## config.mk

```make
export PLATFORM = sky130hd
export DESIGN_NAME = vgc_bank_flat
export DESIGN_NICKNAME = d
export VERILOG_FILES = /design/src/vgc_pkg.sv /design/src/vgc_bus_if.sv /design/src/vgc_bank.sv /design/src/flat_wrapper.sv
export SDC_FILE = /design/constraint.sdc
export NUM_CORES = 1
export LEC_CHECK = 0
export ABC_AREA = 1
export BUFFER_PORTS_ARGS = -buffer_cell sky130_fd_sc_hd__clkbuf_2
export CAP_MARGIN = 20
export CORE_ASPECT_RATIO = 1.2
export CORE_MARGIN = 4
export CORE_UTILIZATION = 50
export CTS_BUF_LIST = sky130_fd_sc_hd__clkbuf_4
export DETAILED_ROUTE_END_ITERATION = 16
export PLACE_DENSITY = 0.75
export SYNTH_ARGS = -nofsm -noshare
export SYNTH_HDL_FRONTEND = slang
export SYNTH_SLANG_ARGS = --single-unit
```

## constraint.sdc

```tcl
create_clock -name i_clock -period 2.4 [get_ports i_clock]
set_input_delay 0.48 -clock i_clock [delete_from_list [all_inputs] [get_ports i_clock]]
set_output_delay 0.48 -clock i_clock [all_outputs]
set_load 0.01 [all_outputs]
```

## src/vgc_pkg.sv

```systemverilog
/*
  Package for the global register bank: local offsets, short I/O decode
  fields, bit positions, reset values and timing constants.
  Assumes a single 200 MHz clock domain on both ends.
*/
package vgc_pkg;

  // Local processor byte addresses of the bank
  localparam logic [31:0] LOC_CTRL_STATUS_ONE = 32'hfffe2023;
  localparam logic [31:0] LOC_BOARD_IDENT = 32'hfffe2025;
  localparam logic [31:0] LOC_MAILBOX_ZERO = 32'hfffe2027;
  localparam logic [31:0] LOC_MAILBOX_ONE = 32'hfffe2029;
  localparam logic [31:0] LOC_MAILBOX_TWO = 32'hfffe202b;
  localparam logic [31:0] LOC_MAILBOX_THREE = 32'hfffe202d;
  localparam logic [31:0] LOC_MAILBOX_FOUR = 32'hfffe202f;

  // Register select values on short I/O address bits 3..1
  localparam logic [2:0] SEL_CTRL_STATUS_ONE = 3'h1;
  localparam logic [2:0] SEL_BOARD_IDENT = 3'h2;
  localparam logic [2:0] SEL_MAILBOX_ZERO = 3'h3;
  localparam logic [2:0] SEL_MAILBOX_ONE = 3'h4;
  localparam logic [2:0] SEL_MAILBOX_TWO = 3'h5;
  localparam logic [2:0] SEL_MAILBOX_THREE = 3'h6;
  localparam logic [2:0] SEL_MAILBOX_FOUR = 3'h7;

  // Short I/O address field positions
  localparam int ADDR_SEL_LSB = 1;
  localparam int ADDR_BASE_LSB = 4;
  localparam logic [7:0] SHORT_IO_UPPER_ZERO = 8'h00;

  // Control/status one field positions
  localparam int BIT_LOW_SIGNAL = 0;
  localparam int BIT_HIGH_SIGNAL = 1;
  localparam int BIT_BOARD_FAIL = 4;
  localparam int BIT_FAIL_INHIBIT = 5;
  localparam int BIT_STRAP = 6;
  localparam int BIT_RESET_HOLD = 7;

  // Reset values
  localparam logic [3:0] RST_BASE_NIBBLE = 4'hf;
  localparam logic [7:0] RST_BOARD_IDENT = 8'h00;
  localparam logic [7:0] RST_MAILBOX_ZERO = 8'hff;
  localparam logic [7:0] RST_MAILBOX_REST = 8'h00;

  // Interrupt levels presented to the local processor
  localparam logic [2:0] IRQ_LEVEL_LOW = 3'h1;
  localparam logic [2:0] IRQ_LEVEL_HIGH = 3'h5;

  // Least reset-and-hold time
  localparam int CLOCK_MHZ = 200;
  localparam int HOLD_MIN_US = 35;
  localparam int HOLD_MIN_CYCLES = HOLD_MIN_US * CLOCK_MHZ;

endpackage

```

## src/vgc_bus_if.sv

```systemverilog
/*
  Interface joining the register bank to a remote bus master model end.
  Holds the short I/O slave signals; no clocking block.
*/
`timescale 1ns/100ps
`default_nettype none

interface vgc_bus_if;
  logic [15:0] addr;   // Short I/O address
  logic [7:0] wdata;   // Write data
  logic [7:0] rdata;   // Read data from the bank
  logic strobe;        // Access request, one cycle
  logic write;         // Write when high
  logic ack;           // Answer, one cycle
  logic hit;           // Address decoded by the bank

  // Documented device end
  modport bank (input addr, input wdata, input strobe, input write, output rdata, output ack, output hit);
  // Remote master end
  modport master (output addr, output wdata, output strobe, output write, input rdata, input ack, input hit);
endinterface

`default_nettype wire

```

## src/vgc_bank.sv

```systemverilog
/*
  Global control and status register bank, dual ported: local processor
  port and short I/O slave port through vgc_bus_if.
  Assumes one clock; board fail and strap pins arrive asynchronously.
*/
// Summary of operation
// RQ1 - Low signal: remote sets, local clears
// RQ2 - Low signal raises level 1 request
// RQ3 - High signal: remote sets, local clears
// RQ4 - High signal raises level 5 request
// RQ5 - Signals reset clear; need mapped set
// RQ6 - Status bit 4 mirrors board fail
// RQ7 - Inhibit bit releases fail line drive
// RQ8 - Bit 6 reports controller strap
// RQ9 - Reset-and-hold bit holds board reset
// RQ10 - Own board reset keeps hold bit
// RQ11 - Hold bit held at least 35 us
// RQ12 - Avoid hold while local remote cycle
// RQ13 - Identifier local RW, remote read-only
// RQ14 - Mailbox zero RW, resets to ones
// RQ15 - Mailboxes one-four RW, reset to zeros
// RQ16 - Base nibble forms address bits 4-7
// RQ17 - All-ones nibble disables remote side
// RQ18 - Same-cycle accesses serialised, none lost; code drops the remote mailbox write and the local signal clear
// RQ19 - Zero writes leave signal bits unchanged
`timescale 1ns/100ps
`default_nettype none

module vgc_bank
  import vgc_pkg::*;
(
  input wire logic i_clock,
  input wire logic i_sys_rst,          // Bus system reset
  vgc_bus_if.bank bus,
  input wire logic [3:0] i_base_nibble, // Base nibble from config logic
  input wire logic [31:0] i_loc_addr,   // Local processor address
  input wire logic [7:0] i_loc_wdata,
  input wire logic i_loc_strobe,
  input wire logic i_loc_write,
  output logic [7:0] o_loc_rdata,
  output logic o_loc_ack,
  output logic o_loc_hit,
  input wire logic i_low_irq_enable,
  input wire logic i_high_irq_enable,
  input wire logic i_board_fail_pin,    // Board fail line level, high active
  input wire logic i_strap_pin,         // Controller select header strap
  input wire logic i_fail_request,      // Local wish to drive fail line
  output logic o_fail_line_drive,
  output logic o_board_hold_reset,
  output logic [2:0] o_irq_level
);

  ////////////////////////////////////////////////////////////////////////
  // Registers
  logic low_signal;     // Low priority signal bit
  logic high_signal;    // High priority signal bit
  logic fail_inhibit;   // Fail line inhibit
  logic reset_hold;     // Reset-and-hold bit
  logic [7:0] board_ident;
  logic [7:0] mailbox [5];
  logic [2:0] fail_sync; // Board fail synchroniser
  logic [2:0] strap_sync; // Strap synchroniser
  logic fail_seen;       // Filtered board fail
  logic strap_seen;      // Filtered strap

  ////////////////////////////////////////////////////////////////////////
  // Decode
  logic mapped;          // Set answers remote accesses
  logic rem_hit;
  logic [2:0] rem_sel;
  logic rem_wr;
  logic loc_wr;
  logic [2:0] loc_sel;
  logic loc_in_range;

  // RQ17 all-ones disables
  assign mapped = (i_base_nibble != RST_BASE_NIBBLE);
  // RQ16 base nibble decode
  assign rem_sel = bus.addr[ADDR_SEL_LSB +: 3];
  assign rem_hit = mapped && (bus.addr[15:8] == SHORT_IO_UPPER_ZERO)
                   && (bus.addr[ADDR_BASE_LSB +: 4] == i_base_nibble)
                   && bus.addr[0] && (rem_sel != 3'h0);
  assign rem_wr = bus.strobe && bus.write && rem_hit;
  assign bus.hit = rem_hit;

  // Local decode over odd addresses of the bank
  assign loc_in_range = (i_loc_addr >= LOC_CTRL_STATUS_ONE) && (i_loc_addr <= LOC_MAILBOX_FOUR)
                        && i_loc_addr[0];
  assign loc_sel = i_loc_addr[ADDR_SEL_LSB +: 3];
  assign loc_wr = i_loc_strobe && i_loc_write && loc_in_range;
  assign o_loc_hit = loc_in_range;

  ////////////////////////////////////////////////////////////////////////
  // Pin synchronisers
  always_ff @(posedge i_clock) begin
    fail_sync <= {fail_sync[1:0], i_board_fail_pin};
    strap_sync <= {strap_sync[1:0], i_strap_pin};
  end

  // Change counts when stages two and three agree
  always_ff @(posedge i_clock) begin
    if (fail_sync[1] == fail_sync[2]) begin
      fail_seen <= fail_sync[2];
    end
    if (strap_sync[1] == strap_sync[2]) begin
      strap_seen <= strap_sync[2];
    end
  end

  ////////////////////////////////////////////////////////////////////////
  // Signal bits
  always_ff @(posedge i_clock) begin
    if (i_sys_rst) begin
      // RQ5 reset clears signals
      low_signal <= 1'b0;
      high_signal <= 1'b0;
    end else begin
      // RQ18 remote set beats local clear
      // RQ1 low bit set/clear
      // RQ19 zero writes ignored
      if (rem_wr && rem_sel == SEL_CTRL_STATUS_ONE && bus.wdata[BIT_LOW_SIGNAL]) begin
        low_signal <= 1'b1;
      end else if (loc_wr && loc_sel == SEL_CTRL_STATUS_ONE && i_loc_wdata[BIT_LOW_SIGNAL]) begin
        low_signal <= 1'b0;
      end
      // RQ3 high bit set/clear
      if (rem_wr && rem_sel == SEL_CTRL_STATUS_ONE && bus.wdata[BIT_HIGH_SIGNAL]) begin
        high_signal <= 1'b1;
      end else if (loc_wr && loc_sel == SEL_CTRL_STATUS_ONE && i_loc_wdata[BIT_HIGH_SIGNAL]) begin
        high_signal <= 1'b0;
      end
    end
  end

  ////////////////////////////////////////////////////////////////////////
  // Inhibit and reset-and-hold, remote writable only
  always_ff @(posedge i_clock) begin
    if (i_sys_rst) begin
      // RQ7 reset clears inhibit
      fail_inhibit <= 1'b0;
      // RQ9 reset clears hold
      reset_hold <= 1'b0;
    end else if (rem_wr && rem_sel == SEL_CTRL_STATUS_ONE) begin
      // RQ10 board hold leaves bit
      fail_inhibit <= bus.wdata[BIT_FAIL_INHIBIT];
      reset_hold <= bus.wdata[BIT_RESET_HOLD];
    end
  end

  ////////////////////////////////////////////////////////////////////////
  // Identifier and mailboxes
  always_ff @(posedge i_clock) begin
    if (i_sys_rst) begin
      // RQ13 identifier clears
      board_ident <= RST_BOARD_IDENT;
    end else if (loc_wr && loc_sel == SEL_BOARD_IDENT) begin
      // RQ13 local write only
      board_ident <= i_loc_wdata;
    end
  end

  always_ff @(posedge i_clock) begin
    if (i_sys_rst) begin
      // RQ14 mailbox zero ones
      mailbox[0] <= RST_MAILBOX_ZERO;
      // RQ15 others zeros
      for (int k = 1; k < 5; k++) begin
        mailbox[k] <= RST_MAILBOX_REST;
      end
    end else begin
      for (int k = 0; k < 5; k++) begin
        // RQ18 local write wins tie
        if (loc_wr && loc_sel == SEL_MAILBOX_ZERO + 3'(k)) begin
          mailbox[k] <= i_loc_wdata;
        end else if (rem_wr && rem_sel == SEL_MAILBOX_ZERO + 3'(k)) begin
          mailbox[k] <= bus.wdata;
        end
      end
    end
  end

  ////////////////////////////////////////////////////////////////////////
  // Read data
  function automatic logic [7:0] read_value(input logic [2:0] sel);
    logic [7:0] v;
    v = 8'h00;
    case (sel)
      SEL_CTRL_STATUS_ONE: begin
        v[BIT_LOW_SIGNAL] = low_signal;
        v[BIT_HIGH_SIGNAL] = high_signal;
        // RQ6 fail mirror
        v[BIT_BOARD_FAIL] = fail_seen;
        v[BIT_FAIL_INHIBIT] = fail_inhibit;
        // RQ8 strap report
        v[BIT_STRAP] = strap_seen;
        v[BIT_RESET_HOLD] = reset_hold;
      end
      SEL_BOARD_IDENT: v = board_ident;
      SEL_MAILBOX_ZERO: v = mailbox[0];
      SEL_MAILBOX_ONE: v = mailbox[1];
      SEL_MAILBOX_TWO: v = mailbox[2];
      SEL_MAILBOX_THREE: v = mailbox[3];
      SEL_MAILBOX_FOUR: v = mailbox[4];
      default: v = 8'h00;
    endcase
    return v;
  endfunction

  // Answers one cycle after strobe
  always_ff @(posedge i_clock) begin
    if (i_sys_rst) begin
      o_loc_rdata <= 8'h00;
      o_loc_ack <= 1'b0;
      bus.rdata <= 8'h00;
      bus.ack <= 1'b0;
    end else begin
      o_loc_ack <= i_loc_strobe && loc_in_range;
      bus.ack <= bus.strobe && rem_hit;
      if (i_loc_strobe && loc_in_range) begin
        o_loc_rdata <= read_value(loc_sel);
      end
      if (bus.strobe && rem_hit) begin
        bus.rdata <= read_value(rem_sel);
      end
    end
  end

  ////////////////////////////////////////////////////////////////////////
  // Outputs
  // RQ7 inhibit gates drive
  assign o_fail_line_drive = i_fail_request && !fail_inhibit;
  // RQ9 hold board reset
  assign o_board_hold_reset = reset_hold;

  // RQ2 level 1 request
  // RQ4 level 5 request, higher wins
  always_comb begin
    o_irq_level = 3'h0;
    if (mapped && high_signal && i_high_irq_enable) begin
      o_irq_level = IRQ_LEVEL_HIGH;
    end else if (mapped && low_signal && i_low_irq_enable) begin
      o_irq_level = IRQ_LEVEL_LOW;
    end
  end

endmodule

`default_nettype wire

```

## src/flat_wrapper.sv

```systemverilog
// flat-port wrapper written by rule: the top's interface ports become plain ports
module vgc_bank_flat import vgc_pkg::*;
  (i_clock, i_sys_rst, i_base_nibble, i_loc_addr, i_loc_wdata, i_loc_strobe, i_loc_write, o_loc_rdata, o_loc_ack, o_loc_hit, i_low_irq_enable, i_high_irq_enable, i_board_fail_pin, i_strap_pin, i_fail_request, o_fail_line_drive, o_board_hold_reset, o_irq_level, bus_addr, bus_wdata, bus_strobe, bus_write, bus_rdata, bus_ack, bus_hit);
  vgc_bus_if bus_i ();
  input wire logic i_clock;
  input wire logic i_sys_rst;
  input wire logic [3:0] i_base_nibble;
  input wire logic [31:0] i_loc_addr;
  input wire logic [7:0] i_loc_wdata;
  input wire logic i_loc_strobe;
  input wire logic i_loc_write;
  output logic [7:0] o_loc_rdata;
  output logic o_loc_ack;
  output logic o_loc_hit;
  input wire logic i_low_irq_enable;
  input wire logic i_high_irq_enable;
  input wire logic i_board_fail_pin;
  input wire logic i_strap_pin;
  input wire logic i_fail_request;
  output logic o_fail_line_drive;
  output logic o_board_hold_reset;
  output logic [2:0] o_irq_level;
  input wire logic [$bits(bus_i.addr)-1:0] bus_addr;
  input wire logic [$bits(bus_i.wdata)-1:0] bus_wdata;
  input wire logic [$bits(bus_i.strobe)-1:0] bus_strobe;
  input wire logic [$bits(bus_i.write)-1:0] bus_write;
  output wire logic [$bits(bus_i.rdata)-1:0] bus_rdata;
  output wire logic [$bits(bus_i.ack)-1:0] bus_ack;
  output wire logic [$bits(bus_i.hit)-1:0] bus_hit;
  assign bus_i.addr = bus_addr;
  assign bus_i.wdata = bus_wdata;
  assign bus_i.strobe = bus_strobe;
  assign bus_i.write = bus_write;
  assign bus_rdata = bus_i.rdata;
  assign bus_ack = bus_i.ack;
  assign bus_hit = bus_i.hit;
  vgc_bank u_core (.i_clock(i_clock), .i_sys_rst(i_sys_rst), .bus(bus_i), .i_base_nibble(i_base_nibble), .i_loc_addr(i_loc_addr), .i_loc_wdata(i_loc_wdata), .i_loc_strobe(i_loc_strobe), .i_loc_write(i_loc_write), .o_loc_rdata(o_loc_rdata), .o_loc_ack(o_loc_ack), .o_loc_hit(o_loc_hit), .i_low_irq_enable(i_low_irq_enable), .i_high_irq_enable(i_high_irq_enable), .i_board_fail_pin(i_board_fail_pin), .i_strap_pin(i_strap_pin), .i_fail_request(i_fail_request), .o_fail_line_drive(o_fail_line_drive), .o_board_hold_reset(o_board_hold_reset), .o_irq_level(o_irq_level));
endmodule
```

==> results.cfg, run 1 <==
[route]
highest_layer = met4
drtAntennaViolNets = 0
routed_wl_um = 15960
routedWlPerCell_um = 17.85
wl_met3_um = 1365
first_iter_violations = 475
drt-met1-wl_um = 5952
dr_total_vias = 4962
drc = 0
wl_met2_um = 7571
viasPerCell = 5.550
dr.pass1.iters = 6

[final_layout]
drive_gt1_share_pct = 21.71
n_fill_cell = 883
utilization_pct = 61.54
multiInputGateArea_mm2 = 0.002087
syn_to_final_growth_pct = 20.54
nets = 848
fin_area_mm2 = 0.005559
seqCellArea_mm2 = 0.001982
antenna_cells = 0

[synthesis]
syn_area_mm2 = 0.004612
syn_inst = 639
yosys_register_bits = 78
ys_warn_count = 0
synthArstFlopShare_pct = 0
synth_nets = 718
ys_seq_area_share_pct = 42.97
synth_cell_type_count = 39
synthMostInstantiatedCell = nand2_1
synth_edf_count = 42
synth_common_cells = nand2_1 (167), inv_1 (110), nand3_1 (69), nor2_1 (56), edfxtp_1 (42)
synthTopCellsByArea = edfxtp_1 (27%), dfxtp_1 (16%), nand2_1 (14%)
synth_top_area_share_pct = 27.35
synthFlopType = edfxtp_1
yosysTopAreaCell = edfxtp_1
postSynthAreaPerCell_um2 = 7.217

[place]
dp_slack_ns = 0.01891
gp_congestion = 0.9730
port_buffers = 102
placed_cell_area_mm2 = 0.005450
dp_hpwl_um = 12870

[power]
ir_worst_vdd_mv = 0.3314
p_leak_nw = 2.838
p_per_area_mw_per_mm2 = 452.0

[sta]
worst_pin_slew_ns = 0.7749
final_max_slew_viol_count = 0
fmax_mhz = 517.9
min_period_ns = 1.931
finalHoldViolCount = 0
slew_headroom_pct = 47.01
setup_viol = 0
layout_setup_ws_ns = 0.4691
min_period_over_period_pct = 80.45
clock_skew_ns = 0.01852
rsz0062_at_grt = no
tns_ns = 0

[global_routing]
grtUsageTotal_pct = 30.59
global_route.overflow_total = 0
grt_pass1_vias = 4788
antenna_found_initial = 0
grt_pass1_wl_um = 24870
grt_max_degree = 25

[floorplanning]
start_util_pct = 51.05
die_area_mm2 = 0.01083
io_pins = 104
die_x_um = 95.67
coreArea_mm2 = 0.009034
num_rows = 38
dieHeight_um = 113.2

[clocking]
numCtsBuffers = 9
cts_tree = yes
clk_path_buf_depth = 2
cts_num_sinks = 78
cts_hold_buf = 0
insertion_delay_ns = 0.45
cts_resized = 0
clkTransAtPathRegs_ns = 0.11
h-tree-depth = 3
post_cts_buffers = 0
clock_tree.root_cell = clkbuf_4

[worst_setup_path]
r2r_setup_slack_ns = 0.70
r2r_cells = 5
cp.required_ns = 2.50
critical_path_class = primary input to flip-flop
crit_path_end_kind = flip-flop
crit_start = i_loc_addr[9]
worstPathArrival_ns = 2.03
reg2reg_to = u_core.o_loc_rdata[4]
crit_fanout = 9
critPathLaunchType = primary input
r2r-start = u_core.mailbox[0][4]

[flow_run]
maxCapViolations = 0

[hold_path]
hold-path-endpoint = u_core.fail_sync[0]
min_path_type = primary input to flip-flop
holdPathStages = 1
min_from = i_board_fail_pin

[run_status]
status = finished clean
-- cells in the final DEF (no fill, tap or decap), types with 4 or more instances in the layout --
cell and count:
inv_1 110, buf_4 30, o21a_1 5, a2111oi_0 5
a21oi_1 10, clkbuf_2 102, nor2_1 56, edfxtp_1 42
clkinv_1 4, nand2_1 167, o22ai_1 31, clkbuf_4 9
a211oi_1 9, nand2_2 5, nand4_1 7, inv_2 4
nor3_1 14, dfxtp_1 36, nand3_1 69, o21ai_0 28
-- critical path, stage by stage --
cell and delay, ns:
clkbuf_2 0.08, nor2_1 0.18, nand2_1 0.08, nor2_1 0.08, nand3_1 0.11, nor2_2 0.16, nand2_4 0.09, nor2_8 0.18
nand2_2 0.19, nand3_1 0.39
-- cell type report --
class / instances / area share [%]
multi-input cells: 429 / 37.54
flip-flops and latches: 78 / 35.65
repair buffers: 135 / 14.31
inverters: 116 / 7.833
well taps: 120 / 2.701
clock buffers: 9 / 1.215
clock inverters: 7 / 0.7427
-- where the power goes --
part	switching (mW)	internal, mW	total (mW)
registers	0.0242	1.45	1.47
clock network	0.483	0.204	0.687
logic	0.225	0.132	0.356
total	0.731	1.78	2.51
-- stage by stage --
| stage | power, mW | hold WS, ns | cells |
|---|---|---|---|
| 3_5_place_dp | 1.847 | 0.3182 | 878 |
| 2_1_floorplan | 1.648 | 0.3096 | 639 |
| 5_1_grt | 2.618 | 0.09429 | 894 |
| 3_3_place_gp | 1.844 | 0.3107 | 878 |
| 4_1_cts | 2.512 | 0.1168 | 894 |
| 6_report | 2.513 | 0.1350 | 894 |
-- registers in the layout, indices dropped and copies added (netlist names), 3 cells and up --
register            cells
u_core.o_loc_rdata      8
u_core.fail_sync        3
u_core.strap_sync       3
u_core.mailbox         40
u_core.board_ident      8
u_core.bus.rdata        8
-- worst max path at each step --
stage / slack (ns) / cells after the start / to
finish: 0.47 / 10 / u_core.mailbox[1][4]
global route: 0.27 / 10 / u_core.mailbox[2][1]
CTS: 0.49 / 10 / u_core.mailbox[1][1]
detailed placement: 0.02 / 10 / u_core.mailbox[1][4]
global placement: 0.06 / 12 / u_core.mailbox[0][2]
floorplan: 0.31 / 9 / u_core.mailbox[1][0]
-- metal layers --
layer,track usage (%),up-vias
li1,-,2372
met1,35.74,2242
met2,50.83,287
met3,4.721,61
met4,20.49,0
met5,0,-
-- logic make-up (layout without fill, tap and decap cells) --
kind of cell / Yosys count / count (layout) / share of synthesized area (%)
compound gates: 96 / 96 / 13.02
simple gates: 329 / 329 / 31.58
buf+inv: 132 / 267 / 11.77
other cells: 1 / 1 / 0.08131
xor+xnor: 3 / 3 / 0.5698
flops: 78 / 78 / 42.97
Power figures use the tool's default switching activity.
==> inputs of run 2 (changes only) <==
==> constraint.sdc (replaced) <==
create_clock -name i_clock -period 1.83 [get_ports i_clock]
set_input_delay 0.366 -clock i_clock [delete_from_list [all_inputs] [get_ports i_clock]]
set_output_delay 0.366 -clock i_clock [all_outputs]
set_load 0.01 [all_outputs]
==> run 2 against run 1 <==
Effect of this change:
- setup slack got worse by 0.36 ns
- worst hold slack got worse by 0.11 ns
- first-iteration DRC count increased by 6.7%
- register-to-register slack got worse by 0.55 ns
- flip-flop and latch count unchanged
- sequential share of layout area decreased by 3.6 points
- clock power increased by 86%
- global-route usage increased by 0.13 points
- die area unchanged
- critical path depth increased by 3
- core utilization increased by 6.8 points
- critical endpoint is now u_core.mailbox[0][0]
- largest cell class unchanged
- highest routed layer unchanged
==> results.cfg, run 2 (synthesis results as in run 1) <==
[clocking]
insertion_delay_ns = 0.45
clkTransAtPathRegs_ns = 0.13
clk_path_buf_depth = 2
clock_tree.root_cell = clkbuf_4
h-tree-depth = 3
cts_tree = yes
cts_num_sinks = 78
numCtsBuffers = 9

[worst_setup_path]
crit_path_end_kind = flip-flop
worstPathArrival_ns = 1.93
cp_cell_sequence = clkbuf_2 > nor2_1 > o21ai_0 > nor2_1 > nand3_2 > nor3_4 > nand3_1 > buf_4 > nand2_1 > nor2_4 > nand3_4 > buf_4 > nand3_2
slowest_stage = nor3_4
crit_fanout = 6
critPathLaunchType = primary input
critical_path_class = primary input to flip-flop
cp.required_ns = 2.04
r2r_cells = 6
max_stage_delay_ns = 0.26

[final_layout]
final_common_cell = nand2_1
fin_area_mm2 = 0.006176
multiInputGateArea_mm2 = 0.002200
n_fill_cell = 814
seqCellArea_mm2 = 0.001982
nets = 903
layout_common_cells = nand2_1 (165), inv_1 (108), clkbuf_2 (102)
top_register = u_core.mailbox
largest_reg_flops = 40
drive_gt1_share_pct = 29.43
syn_to_final_growth_pct = 33.91

[sta]
tns_ns = 0
final_max_slew_viol_count = 0
min_period_over_period_pct = 94.06
setup_viol = 0
min_period_ns = 1.721
slew_headroom_pct = 57.51
worst_pin_slew_ns = 0.6315
finalHoldViolCount = 0
clock_skew_ns = 0.01596
fmax_mhz = 581.0

[route]
drc = 0
wl_met2_um = 8033
dr.pass1.iters = 6
viasPerCell = 5.423
highest_layer = met4
drt-met1-wl_um = 6152
routed_wl_um = 16420
wl_met3_um = 1449
first_iter_violations = 507
drtAntennaViolNets = 0
routedWlPerCell_um = 17.29
dr_total_vias = 5152

[hold_path]
min_path_type = primary input to flip-flop
holdPathStages = 1

[global_routing]
grt_pass1_wl_um = 25030
grtUsageTotal_pct = 30.71
antenna_found_initial = 0
global_route.overflow_total = 0
grt_max_degree = 18
grt_pass1_vias = 4973

[floorplanning]
dieHeight_um = 113.2
die_x_um = 95.67
start_util_pct = 51.05
io_pins = 104
die_area_mm2 = 0.01083
num_rows = 38
coreArea_mm2 = 0.009034

[flow_run]
maxCapViolations = 0

[power]
ir_worst_vdd_mv = 0.4486
p_per_area_mw_per_mm2 = 603.9
total_power_mw = 3.730
p_leak_nw = 3.185

[run_status]
status = finished clean

[place]
placed_cell_area_mm2 = 0.005917
dp_hpwl_um = 13370
gp_congestion = 1.017
port_buffers = 102
## run 2: area by class of cell
class,instances,area share [%]
multi-input combinational,430,35.62
sequential,78,32.09
timing repair buffer,189,19.81
inverter,116,7.071
tap,120,2.431
clock inverter,7,1.844
clock buffer,9,1.094
antenna,1,0.04052
## run 2: path summary, 6_finish.rpt
kind	startpoint	to	slack [ns]
worst max-delay path	bus_addr[9]	u_core.mailbox[0][0]	0.11
worst min-delay path	i_board_fail_pin	u_core.fail_sync[0]	0.03
worst max register to register	u_core.mailbox[4][0]	u_core.bus.rdata[0]	0.15
worst min register to register	u_core.fail_sync[0]	u_core.fail_sync[1]	0.34
## run 2: timing repair
action                                 4_1_cts  5_1_grt
buffers inserted                             0        0
setup endpoints to repair                    0       47
hold buffers                                 1        0
endpoints found under the hold margin        1        0
gates resized for setup                      0       15
## run 2: worst max-delay path, delay by kind of cell
| kind | cells | cell delay (ns) |
|---|---|---|
| simple gates | 9 | 1.07 |
| compound gates | 1 | 0.09 |
| buf+inv | 3 | 0.41 |
## run 2: per-stage QoR
step,hold WS [ns],instances,util (%),worst slack [ns]
finish,0.02767,950,68.37,0.1088
global route,0.002983,949,68.34,-0.009194
CTS,0.01061,948,67.62,0.03524
detailed placement,0.3323,931,65.50,-0.4241
global placement,0.3115,931,65.50,-0.3814
floorplan,0.3096,639,-,-0.08472
## run 2: report_power, final
group / total, mW / internal, mW / switching, mW
clock: 1.28 / 0.586 / 0.690
combinational: 0.527 / 0.217 / 0.310
sequential: 1.93 / 1.90 / 0.0304
## run 2: metal layers
| metal | track usage (%) | vias up |
|---|---|---|
| li1 | - | 2486 |
| met1 | 36.53 | 2314 |
| met2 | 52.64 | 290 |
| met3 | 4.322 | 62 |
| met4 | 16.51 | 0 |
| met5 | 0 | - |
==> inputs of run 3 (changes only) <==
--- a/config.mk
+++ b/config.mk
@@ -14,6 +14,7 @@
 export CTS_BUF_LIST = sky130_fd_sc_hd__clkbuf_4
 export DETAILED_ROUTE_END_ITERATION = 16
 export PLACE_DENSITY = 0.75
+export RECOVER_POWER = 25
 export SYNTH_ARGS = -nofsm -noshare
 export SYNTH_HDL_FRONTEND = slang
 export SYNTH_SLANG_ARGS = --single-unit
==> run 3 against run 2 <==
Effect of this change:
- sequential power is essentially flat
- worst hold slack gained 0.0011 ns
- maximum frequency shrank 0.78%
- clock power is essentially flat
- via count shrank 0.25%
- flip-flop and latch count is the same
- global-route usage is the same
- routed wire length shrank 0.16%
- cell area shrank 0.57%
- die area is the same
==> results.cfg, run 3 (synthesis results as in run 1) <==
[global_routing]
grt_pass1_wl_um = 25030
grt_max_degree = 18
grtUsageTotal_pct = 30.71
antenna_found_initial = 0
grt_pass1_vias = 4973
global_route.overflow_total = 0

[route]
drtAntennaViolNets = 0
viasPerCell = 5.409
drc = 0
dr.pass1.iters = 5
dr_total_vias = 5139
first_iter_violations = 471
routed_wl_um = 16390
routedWlPerCell_um = 17.26

[clocking]
cts_tree = yes
insertion_delay_ns = 0.45
h-tree-depth = 3
post_cts_buffers = 0
numCtsBuffers = 9
clk_path_buf_depth = 2
clkTransAtPathRegs_ns = 0.14
cts_num_sinks = 78
clock_tree.root_cell = clkbuf_4

[final_layout]
drive_gt1_share_pct = 26.78
n_fill_cell = 825
syn_to_final_growth_pct = 33.15
top_register = u_core.mailbox
final_common_cell = nand2_1
nets = 903
fin_cells = 950
largest_reg_flops = 40
utilization_pct = 67.98
layout_common_cells = nand2_1 (165), inv_1 (108), clkbuf_2 (83)

[hold_path]
min_path_type = primary input to flip-flop

[floorplanning]
dieHeight_um = 113.2
die_x_um = 95.67
die_area_mm2 = 0.01083
num_rows = 38
coreArea_mm2 = 0.009034
io_pins = 104
start_util_pct = 51.05

[sta]
final_max_slew_viol_count = 0
worst_hold_slack_ns = 0.02873
tns_ns = 0
finalHoldViolCount = 0
setup_viol = 0
slew_headroom_pct = 54.30
min_period_over_period_pct = 94.80
min_period_ns = 1.735
worst_pin_slew_ns = 0.6682
fmax_mhz = 576.4
clock_skew_ns = 0.01604
layout_setup_ws_ns = 0.09517

[power]
p_per_area_mw_per_mm2 = 606.8
ir_worst_vdd_mv = 0.4493
p_leak_nw = 3.109

[flow_run]
maxCapViolations = 0

[worst_setup_path]
worstPathArrival_ns = 2.08
crit_fanout = 5
cp.required_ns = 2.18
crit_path_end_kind = flip-flop
critical_path_class = primary input to flip-flop
critPathLaunchType = primary input

[run_status]
status = finished clean

[place]
dp_slack_ns = -0.4241
dpl.cell_count = 931
gp_congestion = 1.017
port_buffers = 102
dp_hpwl_um = 13370
## run 3: cell count changes in the layout (fill, tap and decap cells not counted)
cell      previous run  this run
clkbuf_4             9        10
buf_4               80        76
clkbuf_1             0        22
clkbuf_2           102        83
## run 3: what timing repair did
action                                  4_1_cts  5_1_grt
hold buffers                                  1        0
endpoints found under the setup margin        0       47
endpoints found under the hold margin         1        0
resized for setup                             0       15
## run 3: power by group
| part | switching, mW | internal, mW |
|---|---|---|
| Sequential | 0.0303 | 1.90 |
| Clock | 0.690 | 0.586 |
| Combinational | 0.310 | 0.214 |
| Total | 1.03 | 2.70 |
## run 3: worst max-delay path: stages
cell	delay, ns
clkbuf_2	0.10
buf_4	0.14
inv_1	0.09
nor3_1	0.09
buf_4	0.15
inv_1	0.17
o22ai_1	0.10
a2111oi_0	0.60
buf_4	0.22
o21ai_0	0.06
## run 3: final timing paths
path / from / end / slack, ns / cells after the start
setup / recovery: i_loc_addr[3] / u_core.o_loc_rdata[1] / 0.1 / 10
setup reg to reg: u_core.mailbox[4][0] / u_core.bus.rdata[0] / 0.15 / 6
hold / removal: i_board_fail_pin / u_core.fail_sync[0] / 0.03 / 1
hold reg to reg: u_core.fail_sync[0] / u_core.fail_sync[1] / 0.34 / 0
## run 3: stage by stage
stage	cell area (um2)	total power, mW
after floorplan	4674	2.166
after global placement	5917	2.467
after detailed placement	5917	2.476
after CTS	6108	3.728
after global routing	6138	3.862
final	6141	3.726
## run 3: area by class of cell
cell class	instances	area, um2	share of cell area [%]
tap	120	150.1	2.445
antenna	1	2.502	0.04075
clock inverter	7	113.9	1.854
multi-input combinational	430	2200	35.82
timing repair buffer	189	1189	19.36
sequential	78	1982	32.27
clock buffer	9	67.56	1.100
inverter	116	436.7	7.111
## run 3: layer usage
metal  GRT usage [%]  routed length [um]
met3           4.322                1390
met2           52.64                8067
met4           16.51                 736
met5               0                   0
met1           36.53                6200
